File: src/rmc_pkg.sv
package rmc_pkg;

    // ==========================================================
    // Register offsets
    localparam logic [8:0] IQ_PHASE_TRIM_OFS = 9'h118;
    localparam logic [8:0] IQ_AMPLITUDE_TRIM_OFS = 9'h119;
    localparam logic [8:0] OPERATING_OPTIONS_OFS = 9'h11a;
    localparam logic [8:0] PREAMBLE_ERROR_TOLERANCE_OFS = 9'h11b;

    // ==========================================================
    // Reset values
    localparam logic [7:0] IQ_PHASE_TRIM_RST = 8'h00;
    localparam logic [7:0] IQ_AMPLITUDE_TRIM_RST = 8'h00;
    localparam logic [7:0] OPERATING_OPTIONS_RST = 8'h00;
    localparam logic [7:0] PREAMBLE_ERROR_TOLERANCE_RST = 8'h00;

    // ==========================================================
    // Field positions of operating_options
    localparam int SMART_WAKE_ENABLE_BIT = 7;
    localparam int IF_FILTER_CAL_ENABLE_BIT = 6;
    localparam int LOW_POWER_RSSI_QUALIFY_BIT = 5;
    localparam int AUTO_TX_THEN_RX_BIT = 4;
    localparam int AUTO_RX_THEN_TX_BIT = 3;
    localparam int CUSTOM_LOCK_TIME_SELECT_BIT = 2;
    localparam int LNA_STROBE_ENABLE_BIT = 1;
    localparam int PA_STROBE_ENABLE_BIT = 0;

    // ==========================================================
    // Trim and tolerance fields
    localparam int TRIM_MSB = 6;
    localparam int TOLERANCE_MSB = 3;
    localparam logic [3:0] PREAMBLE_OFF = 4'h0;
    localparam logic [3:0] PREAMBLE_PAIRS = 4'hc;
    localparam logic [3:0] PREAMBLE_LOWEST_ADVISED = 4'h8;

    // ==========================================================
    // Frequency correction lock setting
    localparam logic [1:0] FREQ_CORR_LOCK = 2'h3;

    // ==========================================================
    // Radio states
    typedef enum logic [2:0] {
        SLEEP_STATE,
        OFF_STATE,
        ON_STATE,
        RECEIVE_STATE,
        TRANSMIT_STATE
    } rmc_radio_state_e;

    // ==========================================================
    // Carriers
    typedef struct packed {
        logic [8:0] addr;
        logic wrEn;
        logic [7:0] wrData;
        logic rdEn;
    } rmc_cfg_req_s;

    typedef struct packed {
        rmc_radio_state_e state;
        logic packetMode;
        logic txDone;
        logic rxValid;
        logic [1:0] freqCorrectionLockSetting;
    } rmc_radio_s;

endpackage : rmc_pkg

File: src/radio_mode_config_regs.sv
`timescale 1ns/100ps


module radio_mode_config_regs #(
    parameter logic [15:0] DEFAULT_LOCK_TIME = 16'h0000
) (
    input wire logic ref_clk,
    input wire logic rst_n,
    input rmc_pkg::rmc_cfg_req_s cfgReq,
    output logic [7:0] cfgRdData,
    input rmc_pkg::rmc_radio_s radio,
    input wire logic [15:0] customLockTime,
    output logic smartWakeEnable,
    output logic lowPowerRssiQualify,
    output logic ifFilterCalStart,
    output logic autoEnterRx,
    output logic autoEnterTx,
    output logic [15:0] synthLockTime,
    output logic [6:0] iqPhaseTrim,
    output logic [6:0] iqAmplitudeTrim,
    output logic preambleDetectOn,
    output logic [3:0] preambleErrorsAllowed,
    output logic preambleSettingAdvised,
    output logic syncWordLockAllowed,
    output logic lnaStrobePin,
    output logic lnaStrobeOe,
    output logic paStrobePin,
    output logic paStrobeOe
);

    // ==========================================================
    // State
    typedef struct packed {
        logic [7:0] phaseTrim;
        logic [7:0] amplitudeTrim;
        logic [7:0] options;
        logic [7:0] tolerance;
        logic [7:0] rdData;
        rmc_pkg::rmc_radio_state_e prevState;
        logic calStart;
        logic enterRx;
        logic enterTx;
        logic [15:0] lockTime;
        logic detectOn;
        logic [3:0] errAllowed;
        logic advised;
        logic syncLock;
    } rmc_regs_s;

    rmc_regs_s state_r;
    rmc_regs_s state_nxt;
    logic sleeping;
    logic inReceive;
    logic inTransmit;
    logic offToOn;

    // ==========================================================
    // Helpers
    function automatic logic isMapped(input logic [8:0] addr);
        isMapped = (addr == rmc_pkg::IQ_PHASE_TRIM_OFS) ||
            (addr == rmc_pkg::IQ_AMPLITUDE_TRIM_OFS) ||
            (addr == rmc_pkg::OPERATING_OPTIONS_OFS) ||
            (addr == rmc_pkg::PREAMBLE_ERROR_TOLERANCE_OFS);
    endfunction : isMapped

    function automatic logic optBit(input logic [7:0] opts, input int pos);
        optBit = opts[pos];
    endfunction : optBit

    function automatic logic inRange(input logic [3:0] val, input logic [3:0] lo,
        input logic [3:0] hi);
        inRange = (val >= lo) && (val <= hi);
    endfunction : inRange

    function automatic logic [3:0] errorsFor(input logic [3:0] setting);
        errorsFor = 4'(rmc_pkg::PREAMBLE_PAIRS - setting);
    endfunction : errorsFor

    function automatic logic turnaround(input logic pktMode, input logic doneEvent,
        input logic inState, input logic enable);
        turnaround = pktMode && doneEvent && inState && enable;
    endfunction : turnaround

    // ==========================================================
    // Next state
    always_comb begin
        logic [3:0] tol;
        tol = 4'h0;
        state_nxt = state_r;

        // Register writes
        if (cfgReq.wrEn && isMapped(cfgReq.addr)) begin
            unique case (cfgReq.addr)
                rmc_pkg::IQ_PHASE_TRIM_OFS: state_nxt.phaseTrim = cfgReq.wrData;
                rmc_pkg::IQ_AMPLITUDE_TRIM_OFS: state_nxt.amplitudeTrim = cfgReq.wrData;
                rmc_pkg::OPERATING_OPTIONS_OFS: state_nxt.options = cfgReq.wrData;
                rmc_pkg::PREAMBLE_ERROR_TOLERANCE_OFS: state_nxt.tolerance = cfgReq.wrData;
                default: state_nxt.options = state_r.options;
            endcase
        end

        // Register reads, one cycle latency, unmapped reads zero
        if (cfgReq.rdEn) begin
            state_nxt.rdData = 8'h00;
            if (cfgReq.addr == rmc_pkg::IQ_PHASE_TRIM_OFS) begin
                state_nxt.rdData = state_r.phaseTrim;
            end else if (cfgReq.addr == rmc_pkg::IQ_AMPLITUDE_TRIM_OFS) begin
                state_nxt.rdData = state_r.amplitudeTrim;
            end else if (cfgReq.addr == rmc_pkg::OPERATING_OPTIONS_OFS) begin
                state_nxt.rdData = state_r.options;
            end else if (cfgReq.addr == rmc_pkg::PREAMBLE_ERROR_TOLERANCE_OFS) begin
                state_nxt.rdData = state_r.tolerance;
            end
        end

        // Calibration pulse on off-to-on change
        state_nxt.prevState = radio.state;
        state_nxt.calStart = optBit(state_r.options, rmc_pkg::IF_FILTER_CAL_ENABLE_BIT) &&
            offToOn;

        // Automatic turnaround, same channel kept by the sequencer
        state_nxt.enterRx = turnaround(radio.packetMode, radio.txDone, inTransmit,
            optBit(state_r.options, rmc_pkg::AUTO_TX_THEN_RX_BIT));
        state_nxt.enterTx = turnaround(radio.packetMode, radio.rxValid, inReceive,
            optBit(state_r.options, rmc_pkg::AUTO_RX_THEN_TX_BIT));

        // Lock time selection
        state_nxt.lockTime = optBit(state_r.options, rmc_pkg::CUSTOM_LOCK_TIME_SELECT_BIT) ?
            customLockTime : DEFAULT_LOCK_TIME;

        // Preamble tolerance decode; reserved settings turn detection off
        tol = state_r.tolerance[rmc_pkg::TOLERANCE_MSB:0];
        state_nxt.detectOn = (tol != rmc_pkg::PREAMBLE_OFF) &&
            inRange(tol, rmc_pkg::PREAMBLE_OFF, rmc_pkg::PREAMBLE_PAIRS);
        state_nxt.errAllowed = state_nxt.detectOn ?
            errorsFor(tol) : 4'h0;
        state_nxt.advised = (tol == rmc_pkg::PREAMBLE_OFF) ||
            inRange(tol, rmc_pkg::PREAMBLE_LOWEST_ADVISED,
            rmc_pkg::PREAMBLE_PAIRS);

        // Sync word lock only with preamble detection off
        state_nxt.syncLock = (radio.freqCorrectionLockSetting == rmc_pkg::FREQ_CORR_LOCK) &&
            (tol == rmc_pkg::PREAMBLE_OFF);
    end

    always_ff @(posedge ref_clk or negedge rst_n) begin
        if (!rst_n) begin
            state_r <= '0;
            state_r.phaseTrim <= rmc_pkg::IQ_PHASE_TRIM_RST;
            state_r.amplitudeTrim <= rmc_pkg::IQ_AMPLITUDE_TRIM_RST;
            state_r.options <= rmc_pkg::OPERATING_OPTIONS_RST;
            state_r.tolerance <= rmc_pkg::PREAMBLE_ERROR_TOLERANCE_RST;
            state_r.prevState <= rmc_pkg::SLEEP_STATE;
            state_r.advised <= 1'b1;
        end else begin
            state_r <= state_nxt;
        end
    end

    // ==========================================================
    // Outputs
    assign cfgRdData = state_r.rdData;
    assign smartWakeEnable = state_r.options[rmc_pkg::SMART_WAKE_ENABLE_BIT];
    assign lowPowerRssiQualify = state_r.options[rmc_pkg::LOW_POWER_RSSI_QUALIFY_BIT];
    assign ifFilterCalStart = state_r.calStart;
    assign autoEnterRx = state_r.enterRx;
    assign autoEnterTx = state_r.enterTx;
    assign synthLockTime = state_r.lockTime;
    assign iqPhaseTrim = state_r.phaseTrim[rmc_pkg::TRIM_MSB:0];
    assign iqAmplitudeTrim = state_r.amplitudeTrim[rmc_pkg::TRIM_MSB:0];
    assign preambleDetectOn = state_r.detectOn;
    assign preambleErrorsAllowed = state_r.errAllowed;
    assign preambleSettingAdvised = state_r.advised;
    assign syncWordLockAllowed = state_r.syncLock;

    // ==========================================================
    // Radio state decode
    assign inReceive = (radio.state == rmc_pkg::RECEIVE_STATE);
    assign inTransmit = (radio.state == rmc_pkg::TRANSMIT_STATE);
    assign offToOn = (state_r.prevState == rmc_pkg::OFF_STATE) &&
        (radio.state == rmc_pkg::ON_STATE);

    // ==========================================================
    // Strobe pins
    assign sleeping = (radio.state == rmc_pkg::SLEEP_STATE);

    rmc_strobe u_lna_strobe (
        .ref_clk(ref_clk),
        .rst_n(rst_n),
        .strobeEnable(state_r.options[rmc_pkg::LNA_STROBE_ENABLE_BIT]),
        .activeState(inReceive),
        .sleeping(sleeping),
        .strobePin(lnaStrobePin),
        .strobeOe(lnaStrobeOe)
    );

    rmc_strobe u_pa_strobe (
        .ref_clk(ref_clk),
        .rst_n(rst_n),
        .strobeEnable(state_r.options[rmc_pkg::PA_STROBE_ENABLE_BIT]),
        .activeState(inTransmit),
        .sleeping(sleeping),
        .strobePin(paStrobePin),
        .strobeOe(paStrobeOe)
    );

endmodule : radio_mode_config_regs

File: src/rmc_strobe.sv
`timescale 1ns/100ps

module rmc_strobe (
    input wire logic ref_clk,
    input wire logic rst_n,
    input wire logic strobeEnable,
    input wire logic activeState,
    input wire logic sleeping,
    output logic strobePin,
    output logic strobeOe
);

    // ==========================================================
    // State
    typedef struct packed {
        logic pin;
        logic oe;
    } rmc_strobe_s;

    rmc_strobe_s state_r;
    rmc_strobe_s state_nxt;

    // ==========================================================
    // Next state
    always_comb begin
        state_nxt = state_r;
        state_nxt.oe = strobeEnable && !sleeping;
        state_nxt.pin = strobeEnable && !sleeping && activeState;
    end

    always_ff @(posedge ref_clk or negedge rst_n) begin
        if (!rst_n) begin
            state_r <= '0;
        end else begin
            state_r <= state_nxt;
        end
    end

    assign strobePin = state_r.pin;
    assign strobeOe = state_r.oe;

endmodule : rmc_strobe

File: config.mk
export PLATFORM = sky130hd
export DESIGN_NAME = radio_mode_config_regs
export DESIGN_NICKNAME = d
export VERILOG_FILES = /design/src/rmc_pkg.sv /design/src/radio_mode_config_regs.sv /design/src/rmc_strobe.sv
export SDC_FILE = /design/constraint.sdc
export NUM_CORES = 1
export LEC_CHECK = 0
export BUFFER_PORTS_ARGS = -buffer_cell sky130_fd_sc_hd__buf_4
export CORE_UTILIZATION = 53
export CTS_BUF_LIST = sky130_fd_sc_hd__clkbuf_2
export CTS_CLUSTER_SIZE = 12
export DETAILED_ROUTE_END_ITERATION = 8
export GPL_ROUTABILITY_DRIVEN = 0
export PLACE_DENSITY = 0.94
export REMOVE_ABC_BUFFERS = 1
export SETUP_SLACK_MARGIN = 0.05
export SYNTH_ARGS = -nofsm -noshare
export SYNTH_HDL_FRONTEND = slang
export SYNTH_SLANG_ARGS = --single-unit
File: constraint.sdc
create_clock -name ref_clk -period 1.8 [get_ports ref_clk]
set_input_delay 0.18 -clock ref_clk [delete_from_list [all_inputs] [get_ports ref_clk]]
set_output_delay 0.18 -clock ref_clk [all_outputs]
set_load 0.05 [all_outputs]
==> impl_metrics.py <==
metrics = {
    "power": {
        "p_total_mw": 3.27,
        "powerDensity_mw_per_mm2": 771,
        "power.share.sequential": 0.522,
        "leakage_nw": 2.19,
        "switchingPower_mw": 0.797,
        "sw_frac_of_total": 0.244,
        "power.internal_mw": 2.47,
        "peakVddDrop_v": 0.000675,
        "clkPwrFrac": 0.355,
        "combPwrFrac": 0.122,
    },
    "die": {
        "io_pins": 99,
        "core_area_mm2": 0.00589,
        "start_util": 0.547,
        "die_y_um": 80.0,
        "rows": 28,
        "dieWidth_um": 80.0,
        "die_area_mm2": 0.00639,
    },
    "global_routing": {
        "grtUsageMet1": 0.297,
        "grt_pass1_vias": 2340,
        "gr-total-overflow": 0,
        "grt_pass1_wl_mm": 11.9,
        "antenna_found_initial": 0,
        "grtUsageMet2": 0.463,
        "grt_start_max_net_pins": 41,
        "grtUsageTotal": 0.263,
        "grt.busiest_layer": "met2",
        "grt_util_met3": 0.0640,
    },
    "worst_setup_path": {
        "start_kind": "flip-flop",
        "crit_fanout": 6,
        "r2r_slack_ns": 0.26,
        "path_cells": "inv_1 > ha_1 > nor2b_1 > mux2i_1 > and2_1",
        "reg2reg_to": "preambleErrorsAllowed[0]$_DFF_PN0_",
        "crit_type": "flip-flop to flip-flop",
        "critPathLaunch": "state_r[37]$_DFFE_PN0P_",
        "cp.arrival_ns": 1.95,
        "slowest_stage": "dfrtp_1",
        "setup.worst_path.end_class": "flip-flop",
        "ff2ff_path_depth": 5,
        "r2r_start": "state_r[37]$_DFFE_PN0P_",
        "max_stage_delay_ns": 0.51,
        "cp.required_ns": 2.21,
    },
    "drt": {
        "drc": 0,
        "drtAntennaViolNets": 0,
        "drt-total-wl_mm": 7.41,
        "drtPass1Iterations": 4,
        "first_iter_violations": 80,
        "viasPerCell": 5.17,
        "routed-via-count": 2152,
        "post_drt_wl_per_cell_um": 17.8,
    },
    "logic_synthesis": {
        "ys_seq_area_frac": 0.568,
        "avgSynthCellArea_um2": 13.5,
        "yosysWarnings": 0,
        "ys_types": 26,
        "syn_area_mm2": 0.00322,
        "synth_seq_cells": 73,
        "postSynthCellCount": 239,
    },
    "finish": {
        "fillCellCount": 366,
        "finalNonFillerCells": 416,
        "fin_area_mm2": 0.00424,
        "antenna_cells": 0,
        "area_growth_syn_to_layout_pct": 31.6,
        "multiInputGateArea_um2": 985,
        "nNetsFinal": 382,
        "drive_above_1_share": 0.472,
        "regArea_mm2": 0.00183,
    },
    "clock_tree": {
        "cts_tree": "built",
        "clk_pin_slew_ns": 0.22,
        "cts-resized-gates": 0,
        "cts-htree-levels": 3,
        "cts_num_sinks": 73,
        "numCtsBuffers": 9,
        "clock_latency_ns": 0.50,
        "root_buffer": "clkbuf_2",
        "cts_max_path_buffers": 2,
    },
    "sta": {
        "fin_skew_ns": 0.0286,
        "fmax_mhz": 650,
        "slew_violations": 0,
        "max_slew.worst_pin.slew_ns": 0.515,
        "setup_tns_ns": 0,
        "rsz0062_at_grt": "false",
        "period_needed_ns": 1.54,
        "max-slew-margin-rel": 0.656,
        "final-hold-violation-count": 0,
        "period_share": 0.855,
        "final-setup-viol-count": 0,
    },
    "placement": {
        "placed_cells_incl_taps": 365,
        "dpl.hpwl_mm": 4.52,
        "place_area_mm2": 0.00373,
        "port_buffers": 98,
    },
    "worst_hold_path": {
        "hold_path_class": "primary input to async pin",
    },
    "outcome": {
        "status": "finished, final reports clean",
    },
    "flow_run": {
        "drv_cap": 0,
    },
}
[metal layers]
metal | vias to the layer above | share of wire
met5 | - | 0
met4 | 0 | 0.021
met3 | 16 | 0.052
met2 | 78 | 0.55
met1 | 1087 | 0.37
li1 | 971 | -
[power groups by stage]
stage	Sequential (mW)	Clock [mW]	Combinational (mW)
5_1_grt	1.71	1.26	0.427
3_3_place_gp	1.73	0	0.330
6_report	1.71	1.16	0.400
3_5_place_dp	1.73	0	0.338
4_1_cts	1.70	1.17	0.396
2_1_floorplan	1.81	0	0.0632
[timing repair]
item | 4_1_cts | 5_1_grt
setup buffers | 0 | 0
endpoints found under the hold margin | 106 | 0
hold buffers | 35 | 0
[worst max-delay path by stage]
stage	endpoint	slack [ns]	depth (start not counted)
3_5_place_dp	state_r[41]$_DFFE_PN0P_	0.10	4
4_1_cts	preambleErrorsAllowed[0]$_DFF_PN0_	0.34	5
3_3_place_gp	state_r[38]$_DFFE_PN0P_	0.17	4
2_1_floorplan	iqAmplitudeTrim[0]$_DFFE_PN0P_	0.49	3
5_1_grt	preambleErrorsAllowed[1]$_DFF_PN0_	0.15	5
6_report	preambleErrorsAllowed[0]$_DFF_PN0_	0.26	5
[metrics by stage]
step | utilization | setup WS, ns | hold WS [ns]
2_1_floorplan | - | 0.488 | -0.116
3_3_place_gp | 0.634 | 0.165 | 0.179
3_5_place_dp | 0.634 | 0.102 | 0.186
4_1_cts | 0.720 | 0.338 | 0.146
5_1_grt | 0.720 | 0.145 | 0.146
6_report | 0.720 | 0.261 | 0.164
[cells by family (layout without fill, tap and decap cells)]
group / count (synthesis) / after routing / synth area share
AO/OA/AOI/OAI: 11 / 11 / 0.0229
buffers and inverters: 66 / 168 / 0.127
AND/OR/NAND/NOR: 46 / 46 / 0.105
flip-flops: 73 / 73 / 0.568
multiplexers: 42 / 42 / 0.174
adder cells (fa/ha/maj): 1 / 1 / 0.00388
[layout by cell type (no fill, tap or decap), drive strengths merged]
master / instances
nor4bb: 2
bufinv: 3
nor3: 1
inv: 18
dfstp: 1
nand4: 4
o22ai: 8
and2: 19
mux4: 8
buf: 99
nor4b: 3
nor2b: 6
mux2i: 1
nand3: 4
nor2: 4
o2111ai: 1
and3b: 1
dlygate4sd3: 35
o21a: 1
ha: 1
mux2: 33
and4b: 2
clkinv: 3
o31ai: 1
clkbuf: 10
dfrtp: 72
[final cells by class]
class	instances	area share
multi-input combinational	100	0.232
timing repair buffer	134	0.261
tap	75	0.0221
sequential	73	0.431
clock buffer	10	0.0118
inverter	18	0.0159
clock inverter	6	0.0254
[critical path: cells and delay by family (launching register included)]
| family | cells | cell delay [ns] |
|---|---|---|
| flip-flops | 1 | 0.51 |
| AND/OR/NAND/NOR | 2 | 0.49 |
| multiplexers | 1 | 0.17 |
| adder cells (fa/ha/maj) | 1 | 0.19 |
| buffers and inverters | 1 | 0.11 |
[registers in the layout, summed over array words and instances, names as in the netlist, 4 cells and up]
signal,count
state_r,19
synthLockTime,16
cfgRdData,8
iqAmplitudeTrim,7
iqPhaseTrim,7
preambleErrorsAllowed,4
[synth_stat cells]
library cell   n  area [µm²]
mux2i_1        1        10.0
dfstp_2        1        26.3
buf_2          2        10.0
nand4_2        4        50.1
and2_1        19         119
inv_1         18        67.6
nor4bb_1       2        20.0
mux4_2         8         180
clkbuf_1       3        11.3
o2111ai_1      1        8.76
nor4b_4        1        23.8
nor2_1         4        15.0
buf_1          1        3.75
nor2b_1        6        37.5
and4b_1        2        20.0
and3b_1        1        8.76
o22ai_1        8        50.1
nor3_1         1        5.00
nor4b_1        2        17.5
o31ai_1        1        7.51
nand3_1        4        20.0
mux2_2        33         372
dfrtp_1       72        1800
buf_4         42         315
ha_1           1        12.5
o21a_1         1        7.51
No activity file was read; power rests on OpenSTA's default activity.
